<file path="src/verilog/gpcd_pkg.sv">
package gpcd_pkg;

  // ----------------------------------------------------------------
  // Widths
  // ----------------------------------------------------------------
  localparam int PIN_W  = 8;
  localparam int ADDR_W = 8;
  localparam int DATA_W = 32;

  // ----------------------------------------------------------------
  // Register byte offsets
  // ----------------------------------------------------------------
  localparam logic [7:0] OFS_PIN_LEVELS  = 8'h00;
  localparam logic [7:0] OFS_DIRECTION   = 8'h04;
  localparam logic [7:0] OFS_LATCH       = 8'h08;
  localparam logic [7:0] OFS_OPEN_DRAIN  = 8'h0C;
  localparam logic [7:0] OFS_SLEW_LIMIT  = 8'h10;
  localparam logic [7:0] OFS_ANALOG_SEL  = 8'h14;
  localparam logic [7:0] OFS_RISE_EN     = 8'h18;
  localparam logic [7:0] OFS_FALL_EN     = 8'h1C;
  localparam logic [7:0] OFS_CHANGE_FLAG = 8'h20;
  localparam logic [7:0] OFS_INT_STATUS  = 8'h24;
  localparam logic [7:0] OFS_INT_MASK    = 8'h28;

  // ----------------------------------------------------------------
  // Reset values and field positions
  // ----------------------------------------------------------------
  localparam logic [7:0] RST_DIRECTION  = 8'hFF;
  localparam logic [7:0] RST_LATCH      = 8'h00;
  localparam logic [7:0] RST_OPEN_DRAIN = 8'h00;
  localparam logic [7:0] RST_SLEW_LIMIT = 8'h00;
  localparam logic [7:0] RST_ANALOG_SEL = 8'h00;
  localparam logic [7:0] RST_EDGE_EN    = 8'h00;
  localparam logic [7:0] RST_FLAGS      = 8'h00;
  localparam logic       RST_INT_BIT    = 1'b0;
  localparam int         INT_SUMMARY_BIT = 0;

  // ----------------------------------------------------------------
  // Bus answers
  // ----------------------------------------------------------------
  localparam logic [1:0] RESP_OKAY   = 2'h0;
  localparam logic [1:0] RESP_SLVERR = 2'h2;

  // Per-pin control bundle handed to each pin driver.
  typedef struct packed {
    logic dir;       // One makes the pin an input.
    logic lat;       // Output latch bit.
    logic od;        // Open-drain select.
    logic slew;      // Slew-limit select.
    logic twi_own;   // Two-wire peripheral owns the pin.
    logic twi_out;   // Level the two-wire peripheral wants.
  } gpcd_pin_ctrl_type;

  // Per-pin answer from each pin driver.
  typedef struct packed {
    logic out;
    logic oe;
    logic slew;
  } gpcd_pin_drv_type;

endpackage : gpcd_pkg

</file>
<file path="src/verilog/gpcd_edge_sync.sv">
`timescale 1ns/1ps
// Synchroniser and edge finder for the pin inputs.
module gpcd_edge_sync
  import gpcd_pkg::*;
#(
  parameter int WIDTH = 8
) (
  input  wire logic             core_clk,
  input  wire logic             srst,
  input  wire logic [WIDTH-1:0] raw_in,
  output logic      [WIDTH-1:0] level,
  output logic      [WIDTH-1:0] rise,
  output logic      [WIDTH-1:0] fall
);

  // ----------------------------------------------------------------
  // State
  // ----------------------------------------------------------------
  logic [WIDTH-1:0] meta_r,  meta_nxt;   // First stage, read only by stage two.
  logic [WIDTH-1:0] sync_r,  sync_nxt;   // Settled sample.
  logic [WIDTH-1:0] prev_r,  prev_nxt;   // Sample of the cycle before.

  // Next values: a plain shift through three stages.
  always_comb begin
    meta_nxt = raw_in;
    sync_nxt = meta_r;
    prev_nxt = sync_r;
  end

  // Registers only. The stages keep sampling through reset, so the history
  // already matches the pins when reset lifts and no false edge follows it.
  always_ff @(posedge core_clk) begin
    meta_r <= meta_nxt;
    sync_r <= sync_nxt;
    prev_r <= prev_nxt;
  end

  // Edges come from comparing the settled sample with the one before.
  // None are reported while reset holds, as the stages may still be filling.
  assign level = sync_r;
  assign rise  = srst ? '0 : (sync_r & ~prev_r);
  assign fall  = srst ? '0 : (~sync_r & prev_r);

endmodule : gpcd_edge_sync

</file>
<file path="src/verilog/gpcd_pin_drive.sv">
`timescale 1ns/1ps
// Output driver control for one pin.
module gpcd_pin_drive
  import gpcd_pkg::*;
(
  input  wire logic              core_clk,
  input  wire logic              srst,
  input  gpcd_pin_ctrl_type      ctrl,
  output gpcd_pin_drv_type       drv
);

  // ----------------------------------------------------------------
  // State
  // ----------------------------------------------------------------
  gpcd_pin_drv_type drv_r, drv_nxt;   // Registered pad controls.
  logic             val;              // Level the pin should show.
  logic             od_eff;           // Effective open-drain mode.

  // Work out drive level and enable from the controls.
  always_comb begin
    val           = ctrl.twi_own ? ctrl.twi_out : ctrl.lat;
    od_eff        = ctrl.od | ctrl.twi_own;
    drv_nxt.slew  = ctrl.slew;
    if (od_eff) begin
      // Sink only: drive low, release for high.
      drv_nxt.out = 1'b0;
      drv_nxt.oe  = ~ctrl.dir & ~val;
    end else begin
      // Push-pull while the direction bit is clear.
      drv_nxt.out = val;
      drv_nxt.oe  = ~ctrl.dir;
    end
  end

  // Registers only; the pad is released during reset.
  always_ff @(posedge core_clk) begin
    if (srst) begin
      drv_r <= '0;
    end else begin
      drv_r <= drv_nxt;
    end
  end

  assign drv = drv_r;

endmodule : gpcd_pin_drive

</file>
<file path="src/verilog/gpcd_port.sv">
`timescale 1ns/1ps
// Eight-pin general-purpose port with change detection and an AXI4-Lite
// register slave.
module gpcd_port
  import gpcd_pkg::*;
(
  input  wire logic              core_clk,
  input  wire logic              srst,
  // AXI4-Lite slave.
  input  wire logic [ADDR_W-1:0] s_axi_awaddr,
  input  wire logic              s_axi_awvalid,
  output logic                   s_axi_awready,
  input  wire logic [DATA_W-1:0] s_axi_wdata,
  input  wire logic [3:0]        s_axi_wstrb,
  input  wire logic              s_axi_wvalid,
  output logic                   s_axi_wready,
  output logic [1:0]             s_axi_bresp,
  output logic                   s_axi_bvalid,
  input  wire logic              s_axi_bready,
  input  wire logic [ADDR_W-1:0] s_axi_araddr,
  input  wire logic              s_axi_arvalid,
  output logic                   s_axi_arready,
  output logic [DATA_W-1:0]      s_axi_rdata,
  output logic [1:0]             s_axi_rresp,
  output logic                   s_axi_rvalid,
  input  wire logic              s_axi_rready,
  // Pins.
  input  wire logic [PIN_W-1:0]  pin_in,
  output logic      [PIN_W-1:0]  pin_out,
  output logic      [PIN_W-1:0]  pin_oe,
  output logic      [PIN_W-1:0]  pin_slew_limit,
  // Two-wire peripheral pin ownership.
  input  wire logic [PIN_W-1:0]  twi_own,
  input  wire logic [PIN_W-1:0]  twi_out,
  // Interrupt.
  output logic                   irq
);

  // ----------------------------------------------------------------
  // Configuration registers
  // ----------------------------------------------------------------
  logic [PIN_W-1:0] dir_r,  dir_nxt;    // Direction, one is input.
  logic [PIN_W-1:0] lat_r,  lat_nxt;    // Output latch.
  logic [PIN_W-1:0] od_r,   od_nxt;     // Open-drain select.
  logic [PIN_W-1:0] slew_r, slew_nxt;   // Slew-limit select.
  logic [PIN_W-1:0] ana_r,  ana_nxt;    // Analog select.
  logic [PIN_W-1:0] rise_r, rise_nxt;   // Rising-edge enable.
  logic [PIN_W-1:0] fall_r, fall_nxt;   // Falling-edge enable.
  logic [PIN_W-1:0] flag_r, flag_nxt;   // Per-pin change flags.
  logic             sum_r,  sum_nxt;    // Summary change flag.
  logic             mask_r, mask_nxt;   // Interrupt mask for the summary.
  logic             irq_r,  irq_nxt;    // Registered interrupt line.

  // ----------------------------------------------------------------
  // Bus state
  // ----------------------------------------------------------------
  logic              aw_full_r, aw_full_nxt;   // Write address held.
  logic [ADDR_W-1:0] aw_addr_r, aw_addr_nxt;
  logic              w_full_r,  w_full_nxt;    // Write data held.
  logic [DATA_W-1:0] w_data_r,  w_data_nxt;
  logic [3:0]        w_strb_r,  w_strb_nxt;
  logic              bvalid_r,  bvalid_nxt;
  logic [1:0]        bresp_r,   bresp_nxt;
  logic              rvalid_r,  rvalid_nxt;
  logic [DATA_W-1:0] rdata_r,   rdata_nxt;
  logic [1:0]        rresp_r,   rresp_nxt;

  // ----------------------------------------------------------------
  // Pin side
  // ----------------------------------------------------------------
  logic [PIN_W-1:0]  pin_level;   // Synchronised pin levels.
  logic [PIN_W-1:0]  pin_rise;    // One-cycle rising edge seen.
  logic [PIN_W-1:0]  pin_fall;    // One-cycle falling edge seen.
  logic [PIN_W-1:0]  port_read;   // What a port read returns.
  logic [PIN_W-1:0]  events;      // Enabled edges this cycle.
  gpcd_pin_drv_type  drv [PIN_W];

  // Pin samples pass a two-stage synchroniser before anyone looks.
  gpcd_edge_sync #(
    .WIDTH (PIN_W)
  ) u_sync (
    .core_clk (core_clk),
    .srst     (srst),
    .raw_in   (pin_in),
    .level    (pin_level),
    .rise     (pin_rise),
    .fall     (pin_fall)
  );

  // One driver per pin; each output is registered inside.
  for (genvar i = 0; i < PIN_W; i++) begin : g_pin
    gpcd_pin_drive u_drv (
      .core_clk (core_clk),
      .srst     (srst),
      .ctrl     (gpcd_pin_ctrl_type'{dir: dir_r[i], lat: lat_r[i], od: od_r[i],
                   slew: slew_r[i], twi_own: twi_own[i], twi_out: twi_out[i]}),
      .drv      (drv[i])
    );
    assign pin_out[i]        = drv[i].out;
    assign pin_oe[i]         = drv[i].oe;
    assign pin_slew_limit[i] = drv[i].slew;
  end

  // Analog pins read zero; their drivers still follow direction.
  assign port_read = pin_level & ~ana_r;

  // Each pin flags only the edges its enables arm.
  assign events = (pin_rise & rise_r) | (pin_fall & fall_r);

  // ----------------------------------------------------------------
  // Write channel handling
  // ----------------------------------------------------------------
  logic wr_go;   // Address and data both held, no answer pending.
  logic rd_go;   // Read address taken this cycle.
  assign wr_go = aw_full_r & w_full_r & ~bvalid_r;
  assign rd_go = s_axi_arvalid & ~rvalid_r;

  // Take address and data in either order, answer once both are in.
  always_comb begin
    aw_full_nxt = aw_full_r;
    aw_addr_nxt = aw_addr_r;
    w_full_nxt  = w_full_r;
    w_data_nxt  = w_data_r;
    w_strb_nxt  = w_strb_r;
    bvalid_nxt  = bvalid_r;
    bresp_nxt   = bresp_r;
    if (s_axi_awvalid && !aw_full_r) begin
      aw_full_nxt = 1'b1;
      aw_addr_nxt = s_axi_awaddr;
    end
    if (s_axi_wvalid && !w_full_r) begin
      w_full_nxt = 1'b1;
      w_data_nxt = s_axi_wdata;
      w_strb_nxt = s_axi_wstrb;
    end
    if (wr_go) begin
      aw_full_nxt = 1'b0;
      w_full_nxt  = 1'b0;
      bvalid_nxt  = 1'b1;
      bresp_nxt   = RESP_OKAY;
      // Unmapped or misaligned addresses get a slave error.
      unique case (aw_addr_r)
        OFS_PIN_LEVELS, OFS_DIRECTION, OFS_LATCH, OFS_OPEN_DRAIN,
        OFS_SLEW_LIMIT, OFS_ANALOG_SEL, OFS_RISE_EN, OFS_FALL_EN,
        OFS_CHANGE_FLAG, OFS_INT_STATUS, OFS_INT_MASK: bresp_nxt = RESP_OKAY;
        default: bresp_nxt = RESP_SLVERR;
      endcase
    end else if (bvalid_r && s_axi_bready) begin
      bvalid_nxt = 1'b0;
    end
  end

  // ----------------------------------------------------------------
  // Register file next values
  // ----------------------------------------------------------------
  logic             wr_lane;    // Low byte lane is written.
  logic [PIN_W-1:0] wbyte;      // Low byte of the held data.
  logic [PIN_W-1:0] flag_clr;   // Flags software clears now.
  logic             sum_clr;    // Summary cleared by writing one.
  assign wr_lane = wr_go & w_strb_r[0];
  assign wbyte   = w_data_r[PIN_W-1:0];

  // Software writes first, then hardware sets; a set always wins.
  always_comb begin
    dir_nxt  = dir_r;
    lat_nxt  = lat_r;
    od_nxt   = od_r;
    slew_nxt = slew_r;
    ana_nxt  = ana_r;
    rise_nxt = rise_r;
    fall_nxt = fall_r;
    mask_nxt = mask_r;
    flag_clr = '0;
    sum_clr  = 1'b0;
    if (wr_go) begin
      unique case (aw_addr_r)
        OFS_PIN_LEVELS: begin
          // Store the written byte in the latch, or the pin reading if the low lane is not strobed.
          lat_nxt = w_strb_r[0] ? wbyte : port_read;
        end
        OFS_LATCH: begin
          if (wr_lane) lat_nxt = wbyte;
        end
        OFS_DIRECTION: begin
          if (wr_lane) dir_nxt = wbyte;
        end
        OFS_OPEN_DRAIN: begin
          if (wr_lane) od_nxt = wbyte;
        end
        OFS_SLEW_LIMIT: begin
          if (wr_lane) slew_nxt = wbyte;
        end
        OFS_ANALOG_SEL: begin
          if (wr_lane) ana_nxt = wbyte;
        end
        OFS_RISE_EN: begin
          if (wr_lane) rise_nxt = wbyte;
        end
        OFS_FALL_EN: begin
          if (wr_lane) fall_nxt = wbyte;
        end
        OFS_CHANGE_FLAG: begin
          // A zero written clears; a one leaves the flag alone.
          if (wr_lane) flag_clr = ~wbyte;
        end
        OFS_INT_STATUS: begin
          if (wr_lane) sum_clr = wbyte[INT_SUMMARY_BIT];
        end
        OFS_INT_MASK: begin
          if (wr_lane) mask_nxt = wbyte[INT_SUMMARY_BIT];
        end
        default: begin
          // Unmapped writes change nothing.
        end
      endcase
    end
    // Flags set on any armed edge, whatever the interrupt mask holds.
    flag_nxt = (flag_r & ~flag_clr) | events;
    sum_nxt  = (sum_r & ~sum_clr) | (|events);
    // The mask only gates the line; flags set first would fire at once.
    irq_nxt  = sum_nxt & mask_nxt;
  end

  // ----------------------------------------------------------------
  // Read channel
  // ----------------------------------------------------------------
  // One read at a time; the answer stands until the master takes it.
  always_comb begin
    rvalid_nxt = rvalid_r;
    rdata_nxt  = rdata_r;
    rresp_nxt  = rresp_r;
    if (rd_go) begin
      rvalid_nxt = 1'b1;
      rdata_nxt  = '0;
      rresp_nxt  = RESP_OKAY;
      unique case (s_axi_araddr)
        OFS_PIN_LEVELS:  rdata_nxt[PIN_W-1:0] = port_read;
        OFS_DIRECTION:   rdata_nxt[PIN_W-1:0] = dir_r;
        OFS_LATCH:       rdata_nxt[PIN_W-1:0] = lat_r;
        OFS_OPEN_DRAIN:  rdata_nxt[PIN_W-1:0] = od_r;
        OFS_SLEW_LIMIT:  rdata_nxt[PIN_W-1:0] = slew_r;
        OFS_ANALOG_SEL:  rdata_nxt[PIN_W-1:0] = ana_r;
        OFS_RISE_EN:     rdata_nxt[PIN_W-1:0] = rise_r;
        OFS_FALL_EN:     rdata_nxt[PIN_W-1:0] = fall_r;
        OFS_CHANGE_FLAG: rdata_nxt[PIN_W-1:0] = flag_r;
        OFS_INT_STATUS:  rdata_nxt[INT_SUMMARY_BIT] = sum_r;
        OFS_INT_MASK:    rdata_nxt[INT_SUMMARY_BIT] = mask_r;
        default:         rresp_nxt = RESP_SLVERR;
      endcase
    end else if (rvalid_r && s_axi_rready) begin
      rvalid_nxt = 1'b0;
    end
  end

  // ----------------------------------------------------------------
  // Registers
  // ----------------------------------------------------------------
  // Every control bit has a fixed value out of reset.
  always_ff @(posedge core_clk) begin
    if (srst) begin
      dir_r     <= RST_DIRECTION;
      lat_r     <= RST_LATCH;
      od_r      <= RST_OPEN_DRAIN;
      slew_r    <= RST_SLEW_LIMIT;
      ana_r     <= RST_ANALOG_SEL;
      rise_r    <= RST_EDGE_EN;
      fall_r    <= RST_EDGE_EN;
      flag_r    <= RST_FLAGS;
      sum_r     <= RST_INT_BIT;
      mask_r    <= RST_INT_BIT;
      irq_r     <= RST_INT_BIT;
      aw_full_r <= 1'b0;
      aw_addr_r <= '0;
      w_full_r  <= 1'b0;
      w_data_r  <= '0;
      w_strb_r  <= '0;
      bvalid_r  <= 1'b0;
      bresp_r   <= RESP_OKAY;
      rvalid_r  <= 1'b0;
      rdata_r   <= '0;
      rresp_r   <= RESP_OKAY;
    end else begin
      dir_r     <= dir_nxt;
      lat_r     <= lat_nxt;
      od_r      <= od_nxt;
      slew_r    <= slew_nxt;
      ana_r     <= ana_nxt;
      rise_r    <= rise_nxt;
      fall_r    <= fall_nxt;
      flag_r    <= flag_nxt;
      sum_r     <= sum_nxt;
      mask_r    <= mask_nxt;
      irq_r     <= irq_nxt;
      aw_full_r <= aw_full_nxt;
      aw_addr_r <= aw_addr_nxt;
      w_full_r  <= w_full_nxt;
      w_data_r  <= w_data_nxt;
      w_strb_r  <= w_strb_nxt;
      bvalid_r  <= bvalid_nxt;
      bresp_r   <= bresp_nxt;
      rvalid_r  <= rvalid_nxt;
      rdata_r   <= rdata_nxt;
      rresp_r   <= rresp_nxt;
    end
  end

  // Bus outputs straight from flip-flops.
  assign s_axi_awready = ~aw_full_r;
  assign s_axi_wready  = ~w_full_r;
  assign s_axi_bvalid  = bvalid_r;
  assign s_axi_bresp   = bresp_r;
  assign s_axi_arready = ~rvalid_r;
  assign s_axi_rvalid  = rvalid_r;
  assign s_axi_rdata   = rdata_r;
  assign s_axi_rresp   = rresp_r;
  assign irq           = irq_r;

endmodule : gpcd_port
</file>
<file path="config.mk">
export PLATFORM = sky130hd
export DESIGN_NAME = gpcd_port
export DESIGN_NICKNAME = d
export VERILOG_FILES = /design/src/verilog/gpcd_pkg.sv /design/src/verilog/gpcd_edge_sync.sv /design/src/verilog/gpcd_pin_drive.sv /design/src/verilog/gpcd_port.sv
export SDC_FILE = /design/constraint.sdc
export NUM_CORES = 1
export LEC_CHECK = 0
export BUFFER_PORTS_ARGS = -buffer_cell sky130_fd_sc_hd__buf_2
export CAP_MARGIN = 20
export CORE_UTILIZATION = 58
export CTS_CLUSTER_SIZE = 10
export DETAILED_ROUTE_END_ITERATION = 12
export GPL_TIMING_DRIVEN = 0
export PLACE_DENSITY = 0.85
export SLEW_MARGIN = 20
export SYNTH_ARGS = -nofsm -noshare
export SYNTH_HDL_FRONTEND = slang
export SYNTH_HIERARCHICAL = 1
export SYNTH_SLANG_ARGS = --single-unit
</file>
<file path="constraint.sdc">
create_clock -name core_clk -period 4.9 [get_ports core_clk]
set_input_delay 0.49 -clock core_clk [delete_from_list [all_inputs] [get_ports core_clk]]
set_output_delay 0.49 -clock core_clk [all_outputs]
set_load 0.01 [all_outputs]
</file>
==> results.md <==
- Status: finished, final reports clean
- Max-cap violations: 0
- DRT Wirelength: 17100 µm
- Largest net degree at the start of global routing: 28
- CTS Buf Count: 17
- Crit. End Element: register
- Power per cell area: 366 nW/µm²
- Hold crit path type: input port to register
- Die Wd: 106 µm
- Achievable Freq: 0.468 GHz
- DR pass1 iterations: 5
- CTS resizes: 0
- Skew final: 0.00656 ns
- Final Hold Viols: 0
- Ys flop type: dfxtp_1
- Part of the Yosys area used for sequential elements: 46.5%
- Wire length per cell: 19.1 µm
- Worst-path cell chain: nor4b_1, nand4_1, o21ai_0, a21oi_1
- Slew HR: 42.8%
- First-pass GRT wire length: 27100 µm
- Hold-critical path depth: 1
- Setup_tns: 0 ns
- Clk_lat worst skew: 0.54 ns
- Final ANT Viol Nets: 0
- Worst vdd ir: 0.187 mV
- CTS tree: yes
- Netlist area before placement: 6290 µm²
- Vias in the first global route: 5372
- Number of synthesized flops with an enable pin: 0
- Initial Util: 60.4%
- Unrepaired setup endpoints after global routing: false
- Core Area: 10400 µm²
- Synth cell types: 52
- Most frequent cells in the layout: dfxtp_1 (146), buf_2 (105), mux2i_1 (68)
- CP Class: register to register
- Crit-path leading delay family: simple AND/OR/NAND/NOR gates
- LEAKAGE: 3.50 nW
- GR Overflow Total: 0
- Crit-path max FO: 8
- Std-Cell Rows: 37
- Worst r2r path cells: 4
- Syn Area/Cell: 10.4 µm²
- Final Max Slew Viols: 0
- # hold bufs at CTS: 0
- CTS root buffer: clkbuf_8
- Die ar.: 11300 µm²
- Share of cells above drive strength 1: 28.2%
- Via density: 6.00
- Setup violations, final: 0
- Number of antenna repair diodes: 0
- Routed vias: 5368
- PortBufs: 95
- DR iter-0 viols: 505
- IO Pins: 149
- All-Layer GR Usage: 31.4%
- WP depth: 4
- Post-CTS Repair Setup Buffers: 0
- Post-synth ARST share: 0%
- Dpl hpwl: 11900 µm
- Worst Path Required: 5.29 ns
- Most common cell after layout, fill and taps aside: dfxtp_1
- CTS H-tree depth: 4
- Bufs and invs on worst path: 0
- Period utilization: 43.6%
- Worst path max stage delay: 0.57 ns
- Clk sinks: 146
- Clk pin slew, worst setup/hold paths: 0.06 ns
- Setup crit start kind: register
- Fin crit period: 2.14 ns
- #FFs+latches synth: 146
- Syn-to-layout area delta: 21.4%
- Die Span Y: 106 µm
- Warning count from the yosys run: 6
- DRC: 0
- Slowest library cell on the worst path: nor4b_1
- RePlAce Congestion: 0.922
- Cell count after synthesis: 607
- Tightest Pin Transition: 0.851 ns
- Worst path arrival time: 2.52 ns
- Initial antenna violation count: 0
- Fin nets: 829
- Clk buf depth: 2
- Post-layout util: 73.3%
## synthesized netlist by cell type (2+ instances only)
library cell,instances,share of area (%)
dfxtp_1,146,46
mux2i_1,68,11
nor2_1,67,4.0
a21oi_1,28,2.2
buf_4,26,3.1
nor2b_1,24,2.4
nand2_1,22,1.3
clkbuf_1,20,1.2
a22oi_1,19,2.3
o21ai_0,14,1.1
inv_1,12,0.72
a211oi_1,11,1.3
and3b_1,11,1.5
buf_2,10,0.80
nor3b_1,10,1.2
nor3b_2,10,2.0
nor4b_1,9,1.3
a2111oi_2,8,1.9
a211o_1,8,1.1
o221a_2,7,1.3
mux2_2,6,1.1
nand3_1,6,0.48
nand4_2,6,1.2
nand4_1,5,0.50
nor3_1,5,0.40
nand3b_1,4,0.48
o221ai_1,4,0.56
a2bb2oi_1,3,0.42
a31oi_1,3,0.30
and2_1,3,0.30
mux4_2,3,1.1
o22ai_1,3,0.30
a31oi_4,2,0.68
buf_1,2,0.12
nand2b_1,2,0.20
nor4_4,2,0.68
nor4b_4,2,0.76
or4_1,2,0.24
## final timing paths
kind	startpoint	end	slack, ns
hold reg to reg	u_sync/meta_r[2]$_DFF_P_	u_sync/level[2]$_DFF_P_	0.33
setup reg to reg	aw_addr_r[5]$_SDFFE_PP0P_	flag_r[3]$_SDFF_PP0_	2.76
hold / removal	pin_in[5]	u_sync/meta_r[5]$_DFF_P_	0.05
setup / recovery	aw_addr_r[5]$_SDFFE_PP0P_	flag_r[3]$_SDFF_PP0_	2.76
## metrics by stage
stage               std cells  power [mW]  setup WS, ns  area (µm²)  hold slack (ns)
floorplan                 632        1.41          3.11        6380            0.310
global placement          863        1.48          2.49        7030            0.313
detailed placement        863        1.49          2.50        7030            0.312
CTS                       895        2.79          2.84        7640           0.0387
global route              895        2.88          2.73        7640           0.0376
finish                    895        2.80          2.76        7640           0.0462
## layer usage
metal / vias up / GRT usage (%) / share of wire [%] / wire, µm
met2: 345 / 50.5 / 48 / 8140
met3: 78 / 8.28 / 8.7 / 1490
met5: - / 0 / 0 / 0
met4: 0 / 18.9 / 4.4 / 743
li1: 2440 / - / - / -
met1: 2505 / 37.4 / 39 / 6690
## cell type report
class / instances / area (µm²)
Clock inverter: 14 / 179
Timing Repair Buffer: 95 / 475
Tap cell: 136 / 170
Sequential cell: 146 / 2920
Fill cell: 729 / 2780
Multi-Input combinational cell: 414 / 3060
Clock buffer: 18 / 428
Inverter: 12 / 45.0
Buffer: 60 / 359
## worst register-to-register path, stage by stage, from the launching register on
cell and delay (ns):
dfxtp_1 0.50, nor4b_1 0.57, nand4_1 0.42, o21ai_0 0.36, a21oi_1 0.13
## logic make-up (layout without fill, tap and decap cells)
family / count (synthesis) / after routing / share of synthesized area (%)
AND/OR/NAND/NOR: 195 / 195 / 19.8
buffers and inverters: 72 / 199 / 6.42
flip-flops: 146 / 146 / 46.5
other: 1 / 26 / 0.0596
AO/OA/AOI/OAI: 116 / 116 / 14.3
multiplexers: 77 / 77 / 13.0
## where the power goes
group	internal, mW	leakage, nW	switching (mW)
Combinational	0.0951	2.02	0.139
Clock	0.796	0.288	0.525
Sequential	1.22	1.19	0.0265
Total	2.11	3.50	0.691
## sequential cells by signal, indices dropped and copies added (netlist names), 8 cells and up
name and count:
ana_r 8, aw_addr_r 8, dir_r 8, fall_r 8, flag_r 8, g_pin.u_drv/drv 24, lat_r 8, od_r 8
rise_r 8, s_axi_rdata 8, slew_r 8, u_sync/level 8, u_sync/meta_r 8, u_sync/prev_r 8, w_data_r 8
Note: power is estimated with default switching activity, not from simulation.
